`src/owcd_defs.vh`:
```
// Purpose: constants for the option word decoder
// Assumes: 32-bit AHB-Lite register window, word aligned
// Notes: offsets are byte addresses
`ifndef OWCD_DEFS_VH
`define OWCD_DEFS_VH

`define OWCD_OFS_WORD0 8'h00
`define OWCD_OFS_WORD1 8'h04
`define OWCD_OFS_WORD2 8'h08
`define OWCD_OFS_WORD3 8'h0c
`define OWCD_OFS_CTRL 8'h10
`define OWCD_OFS_STAT 8'h14
`define OWCD_OFS_ADCIN 8'h18
`define OWCD_OFS_ADCOUT 8'h1c

// Word 0 fields
`define OWCD_W0_DGL_HI 12
`define OWCD_W0_DGL_LO 11
`define OWCD_W0_SLOW 10
`define OWCD_W0_LPWR 9
`define OWCD_W0_LVR_HI 8
`define OWCD_W0_LVR_LO 7
`define OWCD_W0_RSTPIN 6
`define OWCD_W0_WDT 5
`define OWCD_W0_NRW 4
`define OWCD_W0_NRD 3
`define OWCD_W0_USED 16'h1ff8
// Word 1 fields
`define OWCD_W1_FSS 13
`define OWCD_W1_RCM_HI 6
`define OWCD_W1_RCM_LO 4
`define OWCD_W1_OSC_HI 3
`define OWCD_W1_OSC_LO 1
`define OWCD_W1_USED 16'h207e
// Word 2 fields
`define OWCD_W2_HOLDDIS 14
`define OWCD_W2_HCLK_HI 13
`define OWCD_W2_HCLK_LO 12
`define OWCD_W2_IRCPS 7
`define OWCD_W2_USED 16'h7080
// Word 3 fields
`define OWCD_W3_FILT 14
`define OWCD_W3_ADC_JUSTIFY_SEL 11
`define OWCD_W3_IRCDIR 8
`define OWCD_W3_CODE_RELOAD_ON 7
`define OWCD_W3_ID_HI 5
`define OWCD_W3_ID_LO 0
`define OWCD_W3_USED 16'h49bf

// Reset values (option words reset to zero; decoded widths reset to 32 and 8)
`define OWCD_WORD_RST 16'h0000

// Main oscillator codes
`define OWCD_OSC_IRC_IO 3'h0
`define OWCD_OSC_IRC_CK 3'h1
`define OWCD_OSC_HIGH_CRYSTAL_MODE_A 3'h2
`define OWCD_OSC_HIGH_CRYSTAL_MODE_B 3'h3
`define OWCD_OSC_XT 3'h4
`define OWCD_OSC_LXT 3'h5

// Deglitch, pulse rejection and undervolt dip timing
`define OWCD_DGL_OFF 2'h3
`define OWCD_NR_SHORT 6'h08
`define OWCD_NR_LONG 6'h20
`define OWCD_LVR_DIP_NS 5000
`define OWCD_CLK_NS 50
`define OWCD_LVR_DIP_CYC ((`OWCD_LVR_DIP_NS + `OWCD_CLK_NS - 1) / `OWCD_CLK_NS)
// Last count of the dip filter, one below the 100-cycle dip length
`define OWCD_LVR_DIP_LAST 13'h0063

`endif

```
`src/owcd_decode.v`:
```
// Purpose: option word loader and decoder with AHB-Lite register access
// Assumes: programmer sets every unused option bit to zero
// Notes: words are captured once after reset and then held
//
// Design decisions made here: the register addresses and the AHB-Lite slave port.
`timescale 1ns/1ps
`include "owcd_defs.vh"

module owcd_decode (
	input wire sys_clk,
	input wire rst_n,
	input wire clkEn,
	// Non-volatile option words as presented by the storage array
	input wire [15:0] nvmWord0,
	input wire [15:0] nvmWord1,
	input wire [15:0] nvmWord2,
	input wire [15:0] nvmWord3,
	// Run state from the core
	input wire greenMode,
	input wire idleMode,
	input wire sleepMode,
	input wire lxtActive,
	input wire supplyLow,
	// AHB-Lite slave
	input wire hsel,
	input wire [7:0] haddr,
	input wire [1:0] htrans,
	input wire hwrite,
	input wire [2:0] hsize,
	input wire [31:0] hwdata,
	input wire hready,
	output reg [31:0] hrdata,
	output wire hreadyout,
	output wire hresp,
	// Decoded settings
	output reg loaded,
	output reg [1:0] uartDeglitchSel,
	output reg deglitchBypass,
	output reg resetSlowMode,
	output reg lowPowerSel,
	output reg [1:0] undervoltLevelSel,
	output reg undervoltReset,
	output reg resetPinSel,
	output reg watchdogOn,
	output reg [5:0] pulseRejectCycles,
	output reg pulseRejectActive,
	output reg subOscFreqSel,
	output reg [2:0] ircFreqSel,
	output reg ircFreqReserved,
	output reg [2:0] mainOscModeSel,
	output reg clockOutPin,
	output reg oscModeReserved,
	output reg holdEnable,
	output reg [5:0] holdLengthClocks,
	output reg ircSupplySel,
	output reg inputFilterHeavy,
	output reg adcJustifySel,
	output reg [7:0] adcResultHigh,
	output reg [7:0] adcResultLow,
	output reg ircSpeedDir,
	output reg codeReloadOn,
	output reg [5:0] customerTag
);

	// ------------------------------------------------------------
	// Option word capture
	// ------------------------------------------------------------
	reg [15:0] word0;
	reg [15:0] word1;
	reg [15:0] word2;
	reg [15:0] word3;
	reg [11:0] adcRaw;
	reg [12:0] dipCount;
	reg unusedSet;

	// Captured once after reset release; asynchronous reset loads constants
	always @(posedge sys_clk or negedge rst_n) begin
		if (!rst_n) begin
			word0 <= `OWCD_WORD_RST;
			word1 <= `OWCD_WORD_RST;
			word2 <= `OWCD_WORD_RST;
			word3 <= `OWCD_WORD_RST;
			loaded <= 1'b0;
			unusedSet <= 1'b0;
		end else if (clkEn && !loaded) begin
			word0 <= nvmWord0;
			word1 <= nvmWord1;
			word2 <= nvmWord2;
			word3 <= nvmWord3;
			loaded <= 1'b1;
			// Flag a programmer that broke the zero-fill convention
			unusedSet <= |(nvmWord0 & ~`OWCD_W0_USED) |
				|(nvmWord1 & ~`OWCD_W1_USED) |
				|(nvmWord2 & ~`OWCD_W2_USED) |
				|(nvmWord3 & ~`OWCD_W3_USED);
		end
	end

	// ------------------------------------------------------------
	// Static decode
	// ------------------------------------------------------------
	wire [2:0] oscCode = word1[`OWCD_W1_OSC_HI:`OWCD_W1_OSC_LO];
	wire lxtMode = (oscCode == `OWCD_OSC_LXT);

	always @(posedge sys_clk or negedge rst_n) begin
		if (!rst_n) begin
			uartDeglitchSel <= 2'h0;
			deglitchBypass <= 1'b0;
			resetSlowMode <= 1'b0;
			lowPowerSel <= 1'b0;
			undervoltLevelSel <= 2'h0;
			resetPinSel <= 1'b0;
			watchdogOn <= 1'b0;
			pulseRejectCycles <= `OWCD_NR_LONG;
			pulseRejectActive <= 1'b0;
			subOscFreqSel <= 1'b0;
			ircFreqSel <= 3'h0;
			ircFreqReserved <= 1'b0;
			mainOscModeSel <= 3'h0;
			clockOutPin <= 1'b0;
			oscModeReserved <= 1'b0;
			holdEnable <= 1'b0;
			holdLengthClocks <= 6'h08;
			ircSupplySel <= 1'b0;
			inputFilterHeavy <= 1'b0;
			adcJustifySel <= 1'b0;
			ircSpeedDir <= 1'b0;
			codeReloadOn <= 1'b0;
			customerTag <= 6'h00;
		end else if (clkEn) begin
			uartDeglitchSel <= word0[`OWCD_W0_DGL_HI:`OWCD_W0_DGL_LO];
			deglitchBypass <= (word0[`OWCD_W0_DGL_HI:`OWCD_W0_DGL_LO] ==
				`OWCD_DGL_OFF);
			resetSlowMode <= word0[`OWCD_W0_SLOW];
			lowPowerSel <= word0[`OWCD_W0_LPWR];
			undervoltLevelSel <= word0[`OWCD_W0_LVR_HI:`OWCD_W0_LVR_LO];
			resetPinSel <= word0[`OWCD_W0_RSTPIN];
			watchdogOn <= word0[`OWCD_W0_WDT];
			// LOW_CRYSTAL_MODE fixes the count at 8 of the slow clock
			if (lxtMode || word0[`OWCD_W0_NRW])
				pulseRejectCycles <= `OWCD_NR_SHORT;
			else
				pulseRejectCycles <= `OWCD_NR_LONG;
			pulseRejectActive <= loaded && !word0[`OWCD_W0_NRD] &&
				!greenMode && !idleMode && !sleepMode;
			subOscFreqSel <= word1[`OWCD_W1_FSS];
			ircFreqSel <= word1[`OWCD_W1_RCM_HI:`OWCD_W1_RCM_LO];
			ircFreqReserved <= &word1[`OWCD_W1_RCM_HI:`OWCD_W1_RCM_LO];
			mainOscModeSel <= oscCode;
			clockOutPin <= (oscCode == `OWCD_OSC_IRC_CK);
			oscModeReserved <= (oscCode[2:1] == 2'h3);
			holdEnable <= loaded && !word2[`OWCD_W2_HOLDDIS];
			case (word2[`OWCD_W2_HCLK_HI:`OWCD_W2_HCLK_LO])
			2'h0: holdLengthClocks <= 6'h08;
			2'h1: holdLengthClocks <= 6'h04;
			2'h2: holdLengthClocks <= 6'h10;
			default: holdLengthClocks <= 6'h20;
			endcase
			ircSupplySel <= word2[`OWCD_W2_IRCPS];
			inputFilterHeavy <= word3[`OWCD_W3_FILT];
			adcJustifySel <= word3[`OWCD_W3_ADC_JUSTIFY_SEL];
			ircSpeedDir <= word3[`OWCD_W3_IRCDIR];
			codeReloadOn <= word3[`OWCD_W3_CODE_RELOAD_ON];
			customerTag <= word3[`OWCD_W3_ID_HI:`OWCD_W3_ID_LO];
		end
	end

	// ------------------------------------------------------------
	// Undervolt dip filter
	// ------------------------------------------------------------
	// Short dips are ignored; the comparator input must stay low
	always @(posedge sys_clk or negedge rst_n) begin
		if (!rst_n) begin
			dipCount <= 13'h0000;
			undervoltReset <= 1'b0;
		end else if (clkEn) begin
			if (!supplyLow || undervoltLevelSel == 2'h0) begin
				dipCount <= 13'h0000;
				undervoltReset <= 1'b0;
			end else if (dipCount >= `OWCD_LVR_DIP_LAST) begin
				undervoltReset <= 1'b1;
			end else begin
				dipCount <= dipCount + 13'h0001;
			end
		end
	end

	// ------------------------------------------------------------
	// ADC result packing
	// ------------------------------------------------------------
	always @* begin
		if (adcJustifySel) begin
			adcResultHigh = adcRaw[11:4];
			adcResultLow = {4'h0, adcRaw[3:0]};
		end else begin
			adcResultHigh = {4'h0, adcRaw[11:8]};
			adcResultLow = adcRaw[7:0];
		end
	end

	// ------------------------------------------------------------
	// AHB-Lite slave
	// ------------------------------------------------------------
	// Zero wait state: hreadyout is held high
	reg dataPhase;
	reg dataWrite;
	reg [7:0] dataAddr;
	wire addrValid = hsel && htrans[1] && hready;

	assign hreadyout = 1'b1;
	assign hresp = 1'b0;

	always @(posedge sys_clk or negedge rst_n) begin
		if (!rst_n) begin
			dataPhase <= 1'b0;
			dataWrite <= 1'b0;
			dataAddr <= 8'h00;
		end else if (clkEn) begin
			dataPhase <= addrValid;
			dataWrite <= addrValid && hwrite;
			if (addrValid)
				dataAddr <= haddr;
		end
	end

	// Only the ADC input register is writable; option words stay fixed
	always @(posedge sys_clk or negedge rst_n) begin
		if (!rst_n) begin
			adcRaw <= 12'h000;
		end else if (clkEn && dataPhase && dataWrite &&
			dataAddr == `OWCD_OFS_ADCIN) begin
			adcRaw <= hwdata[11:0];
		end
	end

	// Read data registered during the address phase
	always @(posedge sys_clk or negedge rst_n) begin
		if (!rst_n) begin
			hrdata <= 32'h00000000;
		end else if (clkEn && addrValid && !hwrite) begin
			case (haddr)
			`OWCD_OFS_WORD0: hrdata <= {16'h0000, word0};
			`OWCD_OFS_WORD1: hrdata <= {16'h0000, word1};
			`OWCD_OFS_WORD2: hrdata <= {16'h0000, word2};
			`OWCD_OFS_WORD3: hrdata <= {16'h0000, word3};
			`OWCD_OFS_STAT: hrdata <= {28'h0000000, undervoltReset,
				pulseRejectActive, unusedSet, loaded};
			`OWCD_OFS_ADCIN: hrdata <= {20'h00000, adcRaw};
			`OWCD_OFS_ADCOUT: hrdata <= {16'h0000, adcResultHigh,
				adcResultLow};
			default: hrdata <= 32'h00000000;
			endcase
		end
	end

endmodule

```
`config.mk`:
```
export PLATFORM = sky130hd
export DESIGN_NAME = owcd_decode
export DESIGN_NICKNAME = d
export VERILOG_FILES = /design/src/owcd_decode.v
export VERILOG_INCLUDE_DIRS = /design/src
export SDC_FILE = /design/constraint.sdc
export NUM_CORES = 1
export LEC_CHECK = 0
export BUFFER_PORTS_ARGS = -buffer_cell sky130_fd_sc_hd__buf_4
export CAP_MARGIN = 20
export CORE_ASPECT_RATIO = 2
export CORE_MARGIN = 3
export CORE_UTILIZATION = 47
export CTS_CLUSTER_DIAMETER = 150
export CTS_CLUSTER_SIZE = 20
export DETAILED_ROUTE_END_ITERATION = 10
export PLACE_DENSITY = 0.77
export SYNTH_ARGS = -nofsm -noshare
export SYNTH_HDL_FRONTEND = slang
export SYNTH_SLANG_ARGS = --single-unit
```
`constraint.sdc`:
```
create_clock -name sys_clk -period 1.7 [get_ports sys_clk]
set_input_delay 0.34 -clock sys_clk [delete_from_list [all_inputs] [get_ports sys_clk]]
set_output_delay 0.34 -clock sys_clk [all_outputs]
set_load 0.005 [all_outputs]
```
* Yosys cells after proc, flatten, opt, wreduce, memory -nomap -nowiden
Cells that the tools add are included.
Operators by class: $add $sub $neg 1, $lt $le $gt $ge 1, equality and inequality tests 14, mux-type cells 9, bitwise logic cells 3, reduce and logical (&&, ||, !) cells 36
Operators by type and width (count):
- $pmux 16 s7 | 1
- $eq 8x5->1 const B | 4
- $mux 13 | 2
- $pmux 6 s3 | 1
- $eq 8x4->1 const B | 2
- $mux 8 | 2
- $logic_and 1x1->1 | 14
- $add 13x1->13 const B | 1
- $ge 13x7->1 const B | 1
- $reduce_or 12->1 | 1
- $reduce_or 6->1 | 2
- $reduce_or 9->1 | 1
- $eq 8x3->1 const B | 1
- $logic_not 1->1 | 8
- $logic_not 8->1 | 1
- $eq 2x2->1 const B | 3
- $mux 6 | 1
- $reduce_and 2->1 | 3
- $logic_not 2->1 | 2
- $eq 3x1->1 const B | 1
- $eq 3x3->1 const B | 1
- $or 1x1->1 | 3
- $reduce_and 3->1 | 1
- $eq 2x1->1 const B | 1
- 4 further kinds | 6
Storage, ports and cells: bits in registers 178, input port bits 120, output and inout bits 96, logic and storage cells 100

* Depth between registers and ports, before layout
Gate-level depths: netlist of run 1.
word-level depth 5, depth in mapped cells 7, mapped depth without buffers 5

* Least setup slack after synthesis of run 1
OpenSTA, ideal clock, no wires.
path type flip-flop to flip-flop, start reg dipCount[0], end reg dipCount[1], setup time 0.126 ns, arrival 1.609 ns, path slack -0.035 ns, stages on the path, launching flop included 7, period minus slack after synthesis 1.735 ns, cells stage by stage dfrtp_1 > ha_1 > nor4_1 > a21oi_1 > buf_6 > or2_2 > a221o_1
On the way: cells in the longest elaborated chain, start to end 3, elaborated cells on any way between the ends 6, classes of those cells add/sub: 1; order compare: 1; eq/ne: 1; mux: 2; reduce/logical: 1
Ends and longest elaborated chain:
- start: declaration | line owcd_decode.v:73 | reg [12:0] dipCount;
- start signal: assignment | line owcd_decode.v:183 | dipCount <= dipCount + 13'h0001;
- $add 13x1->13 / $ge 13x7->1 (equally long branches)
- $mux 13 / $ne 2x2->1 (equally long branches)
- $mux 13 / $reduce_and 2->1 (equally long branches)
Parallel ways exist; a longest one is shown, timed or not. The select of a mux whose other input is x is not followed. A chain may end at the register's enable or synchronous reset.

* Worst setup path in the final report of run 1
start reg adcJustifySel, end out adcResultHigh[1]
On the way: cells in the longest elaborated chain, start to end 1
Ends and longest elaborated chain:
- start: declaration | line owcd_decode.v:57 | output reg adcJustifySel,
- start signal: assignment | line owcd_decode.v:161 | adcJustifySel <= word3[`OWCD_W3_ADC_JUSTIFY_SEL];
- $mux 8 | line owcd_decode.v:192 | if (adcJustifySel) begin
- end: declaration | line owcd_decode.v:58 | output reg [7:0] adcResultHigh,
Every way passes these cells.

==> results.tsv, run 1 <==
metric	value	unit
status	complete, no violations	
Final setup viols	0	
relative slew slack	56.2	%
# port buffers	166	
Yosys warnings	0	
FF+latch count, synth	156	
TritonCTS clock tree	done	
Die Wd	93.0	µm
Tmin final	1700	ps
Hold Path End	word1[2]	
gr ovfl total	0	
post-synth top area share	54.2	%
unrepaired setup endpoints after global routing	true	
cell family with most CP delay	flip-flops	
NumNets Final	869	
Avg Vias per Cell	5.59	
final design utilization	63.3	%
hold path depth	3	
CTS Sinks	156	
CP Cell Sequence	mux2_4, buf_6	
Avg Inst Size Synth	12.7	µm²
1st-iter DRT viols	286	
synth top area cells	dfrtp_1, mux2_2, mux4_2	
Initial Utilization	48.0	%
Least-Margin Pin Slew	657	ps
Reg2Reg Capture Point	dipCount[5]	
Critical Path RT	1360	ps
CTS clock-pin slew for the worst setup and hold paths	70	ps
worst hold slack	140	ps
Static Leakage	4.46	nW
Non-Filler Instances	957	
area grow syn2layout	32.1	%
CP Launch Type	register	
final worst-path cycle share	99.8	%
min-delay src	nvmWord1[2]	
CTS Root Cell	clkbuf_16	
first-pass GRT wire length	30300	µm
I/O pin total	216	
largest net degree at the start of global routing	44	
Netlist cell types	54	
GRT Total Usage	23.9	%
CTS Buffer Depth	2	
final wirelength	19600	µm
HPWL Detailed	14800	µm
fraction of the yosys area taken by sequential cells	55.0	%
Clock Skews	9.49	ps
Reg2Reg Setup Slack	10	ps
DR WL/cell	20.5	µm
worst stage delay on the critical path	480	ps
Max Cap Viol	0	
clk_lat worst skew	420	ps
antenna violations before repair	1	
Crit. End Element	output port	
most frequent cell after synthesis	dfrtp_1	
worst path arrival time	1360	ps
CP Max Fanout	6	
Final Cell Area	9390	µm²
dominant cell type by area after synthesis	dfrtp_1	
cells on worst reg2reg path	5	
Pwr per Cell Area	1010	nW/µm²
Peak VDD IR	717	µV
critical path class	reg -> out	
Async S/R FF share, synth	100	%
Synth Instances	561	
GP Congestion	0.856	
Post-synth top cells	dfrtp_1, mux2_2, nand2_1	
Top FF cell, synth	dfrtp_1	
first drt pass iteration count	5	
Num CTS Buffers	17	
Core Area	14800	µm²
EDFF count, synth	0	
slowest CP cell	dfrtp_2	
std cell rows	63	
Via Count	5347	
hold crit path type	in -> reg	
RR Startpoint	dipCount[7]	
H-tree depth	4	
die footprint	16700	µm²
fmax	589	MHz
Residual DRC	0	
Mapped Area	7110	µm²
Final ANT Viol Nets	0	
Final Max Slew Viols	0	
placed insts	918	
Die Y-Extent	180	µm
endpoints failing hold	0	
WP buf/inv	1	
Overall Power	9.46	mW
share of cells above drive strength 1	49.3	%
placed inst area	8680	µm²
number of global-route vias before repair	5680	
worst max path at each step:
| stage | start | cells after the start | slack (ps) | endpoint |
|---|---|---|---|---|
| floorplan | dipCount[1] | 6 | 1 | dipCount[1] |
| global placement | haddr[5] | 4 | -30 | hrdata[8] |
| detailed placement | haddr[5] | 4 | -100 | hrdata[8] |
| CTS | adcJustifySel | 2 | 2 | adcResultHigh[2] |
| global route | dipCount[7] | 5 | -50 | dipCount[5] |
| finish | adcJustifySel | 2 | 3 | adcResultHigh[1] |
timing repair:
action | CTS | global route
hold buffers | 1 | 0
pin swaps | 0 | 2
setup buffers | 3 | 2
resized for setup | 8 | 7
endpoints found under the hold margin | 37 | 0
endpoints found under the setup margin | 10 | 13
per-layer routing:
layer	up-vias	share of wire [%]	track usage [%]
met5	-	0	0
met1	2655	35	27.2
met2	247	53	41.3
met3	69	4.5	2.64
met4	0	6.8	16.1
li1	2376	-	-
stage by stage:
stage          setup TNS [ps]  setup slack (ps)
2_1_floorplan               0              1.24
3_3_place_gp            -66.2             -34.2
3_5_place_dp             -153             -98.3
4_1_cts                     0              1.67
5_1_grt                  -141             -53.3
6_report                    0              3.10
layout by cell type, fill, tap and decap left out, types with 10 or more instances in the layout:
master and n:
buf_4 189, dfrtp_1 153, mux2_2 111, nand2_1 30
o21ai_0 26, conb_1 24, nand3_1 19, inv_1 17
clkbuf_16 17, mux4_2 10, a32oi_1 10, nor4_1 10
nor2_1 10
final cells by class:
cell class,instances,area (µm²)
tap,195,244
sequential,156,3910
clock buffer,20,457
inverter,18,67.6
fill,1147,5430
timing repair buffer,204,1660
clock inverter,12,136
multi-input combinational,351,2920
antenna,1,2.50
state kept, by name, summed over array words and instances (netlist names), 2 cells and up:
name and flops:
adcRaw 12, customerTag 6, dataAddr 8, dipCount 13, holdLengthClocks 4, hrdata 16, ircFreqSel 3, mainOscModeSel 3
pulseRejectCycles 2, uartDeglitchSel 2, undervoltLevelSel 2, word0 16, word1 16, word2 16, word3 16
tightest hold or removal path, delay by kind of cell:
kind | cells | cell delay (ps)
simple gates | 1 | 40
buf+inv | 1 | 90
compound gates | 1 | 60
where the power goes:
group	total [mW]	internal, mW	leakage (nW)	switching (mW)
logic	1.26	0.744	2.19	0.512
clock network	3.80	2.25	0.283	1.55
registers	4.40	4.09	1.99	0.312
cells by family (layout without fill, tap and decap cells):
group	after synthesis	count (layout)	synth area share, %
compound gates	72	72	6.88
fa+ha+maj	1	1	0.176
buf+inv	76	254	5.93
flops	156	156	55.0
mux	134	134	22.6
other cells	2	25	0.106
simple gates	120	120	9.31
Power figures use the tool's default switching activity.
==> inputs of run 2 (changes only) <==
Settings changed: CORE_UTILIZATION 47 to 55, PLACE_DENSITY 0.77 to 0.85.
Clock period 1.7 ns to 2.04 ns, I/O delays scaled along.
==> run 2 against run 1 <==
Effect of this change:
- sequential power fell by 17%
- power fell by 15%
- clock-buffer cell count fell by 1
- core utilization rose by 8.5 points
- first-iteration DRC count rose by 56%
- via count rose by 0.90%
- sequential share of layout area rose by 1.5 points
- setup slack improved by 110 ps
- routed wire length barely moved
- final area fell by 3.4%
- critical path depth did not move
- sequential cell count did not move
- largest power group unchanged
==> results.tsv, run 2 (synthesis results as in run 1) <==
metric	value	unit	change
status	complete, no violations		
area grow syn2layout	27.5	%	
first-pass GRT wire length	30300	µm	-0.18%
Reg power frac	45.7	%	-0.8 points
Clock Skews	12.6	ps	+3.13 ps
# port buffers	166		unchanged
1st-iter DRT viols	446		+56%
Static Leakage	4.33	nW	-3.0%
TritonCTS clock tree	done		
Critical Path RT	1630	ps	+270 ps
NumNets Final	845		-2.8%
HPWL Detailed	14600	µm	-1.9%
relative slew slack	51.4	%	-4.8 points
clk_lat worst skew	430	ps	about the same
CTS Root Cell	clkbuf_16		
antenna violations before repair	0		-1
Avg Vias per Cell	6.08		+8.9%
Crit. End Element	output port		
final worst-path cycle share	94.3	%	
I/O pin total	216		unchanged
met1 wire length	6400	µm	-7.9%
CTS Sinks	156		unchanged
number of global-route vias before repair	5606		-1.3%
sw power	2.02	mW	-15%
Final setup viols	0		unchanged
P_int	6.01	mW	-15%
DR WL/cell	22.2	µm	+8.0%
worst path arrival time	1520	ps	+160 ps
Residual DRC	0		unchanged
met3 routed WL	1180	µm	+33%
Tmin final	1920	ps	
final wirelength	19700	µm	about the same
Least-Margin Pin Slew	728	ps	+70.9 ps
Antenna Cells	0		-1
CP Launch Type	register		
Via Count	5395		+0.90%
std cell rows	58		-7.9%
unrepaired setup endpoints after global routing	false		
CTS Buffer Depth	2		unchanged
die footprint	14400	µm²	-14%
Non-Filler Instances	887		-7.3%
gr ovfl total	0		unchanged
largest net degree at the start of global routing	68		+55%
H-tree depth	4		unchanged
hold crit path type	in -> reg		
Max Cap Viol	0		unchanged
worst hold slack	212	ps	+71.8 ps
met2 wire length	10800	µm	+3.2%
fmax	520	MHz	
first drt pass iteration count	5		unchanged
placed insts	854		-7.0%
Die Y-Extent	167	µm	-7.3%
setup ws final	116	ps	+113 ps
GRT Total Usage	28.0	%	+4.1 points
Core Area	12600	µm²	-15%
Final ANT Viol Nets	0		unchanged
CP Max Fanout	15		+9
share of cells above drive strength 1	47.2	%	-2.1 points
Pwr per Cell Area	886	nW/µm²	-12%
Num CTS Buffers	17		unchanged
CTS clock-pin slew for the worst setup and hold paths	70	ps	about the same
Sw Share	25.2	%	+0.10 points
GP Congestion	0.847		-1.1%
endpoints failing hold	0		unchanged
Final Max Slew Viols	0		unchanged
Die Wd	86.4	µm	-7.1%
Place WS	-6.45	ps	+91.9 ps
top routing layer in use	met4		
combinational power share	12.5	%	-0.8 points
commonest non-fill, non-tap cells in the layout	buf_4, dfrtp_1, mux2_2		
Peak VDD IR	731	µV	+1.9%
commonest non-fill, non-tap cell in the layout	buf_4		
Initial Utilization	56.3	%	+8.3 points
Clk network pwr share	41.8	%	+1.6 points
critical path class	reg -> out		
==> run 2: changes by cell type in the layout (fill, tap and decap cells not counted), sizes merged <==
cell	previous run	this run
buf	203	179
clkinvlp	3	1
bufinv	2	3
diode	1	0
inv	21	24
clkinv	4	3
clkbuf	20	19
==> run 2: layout make-up <==
type | instances | area [µm²]
inverters | 18 | 67.6
repair buffers | 180 | 1400
multi-input cells | 351 | 2880
fillers | 856 | 3560
flip-flops and latches | 156 | 3910
clock inverters | 13 | 175
clock buffers | 19 | 453
well taps | 150 | 188
==> run 2: through the flow <==
step | instance area [µm²] | TNS [ps] | utilization, % | total power, mW
6_report | 9070 | 0 | 71.8 | 8.03
4_1_cts | 9060 | 0 | 71.7 | 8.07
5_1_grt | 9070 | 0 | 71.8 | 8.28
3_3_place_gp | 8420 | 0 | 66.7 | 4.65
3_5_place_dp | 8420 | -6.45 | 66.7 | 4.72
2_1_floorplan | 7190 | 0 | - | 4.12
==> run 2: routing by layer <==
metal  up-vias  GRT usage [%]
met3        79           5.00
li1       2324              -
met5         -              0
met4         0           17.4
met2       277           48.7
met1      2715           30.5
==> run 2: worst paths after layout <==
| check | cells after the start | from | slack [ps] | to |
|---|---|---|---|---|
| min in group asynchronous | 2 | rst_n | 450 | adcRaw[2] |
| worst min-delay path | 2 | nvmWord3[1] | 210 | word3[1] |
| worst max register to register | 5 | dipCount[0] | 190 | dipCount[1] |
| worst min register to register | 1 | dipCount[12] | 490 | dipCount[12] |
| max in group asynchronous | 3 | rst_n | 880 | pulseRejectCycles[5] |
| worst max-delay path | 2 | adcJustifySel | 120 | adcResultHigh[1] |
==> run 2: power by group through the flow <==
stage	clock network, mW	logic (mW)	registers (mW)
2_1_floorplan	0	0.506	3.61
3_3_place_gp	0	0.955	3.69
3_5_place_dp	0	0.998	3.72
4_1_cts	3.39	1.01	3.67
5_1_grt	3.50	1.09	3.70
6_report	3.36	1.00	3.67
==> run 2: critical path: stages (launching register included) <==
cell and delay [ps]:
dfrtp_2 520, mux2_2 420, buf_4 150
==> run 2: repair_timing <==
action	CTS	global route
buffers inserted	0	0
hold endpoints to repair	32	0
setup endpoints to repair	1	4
hold buffers	1	0
gates resized for setup	1	2
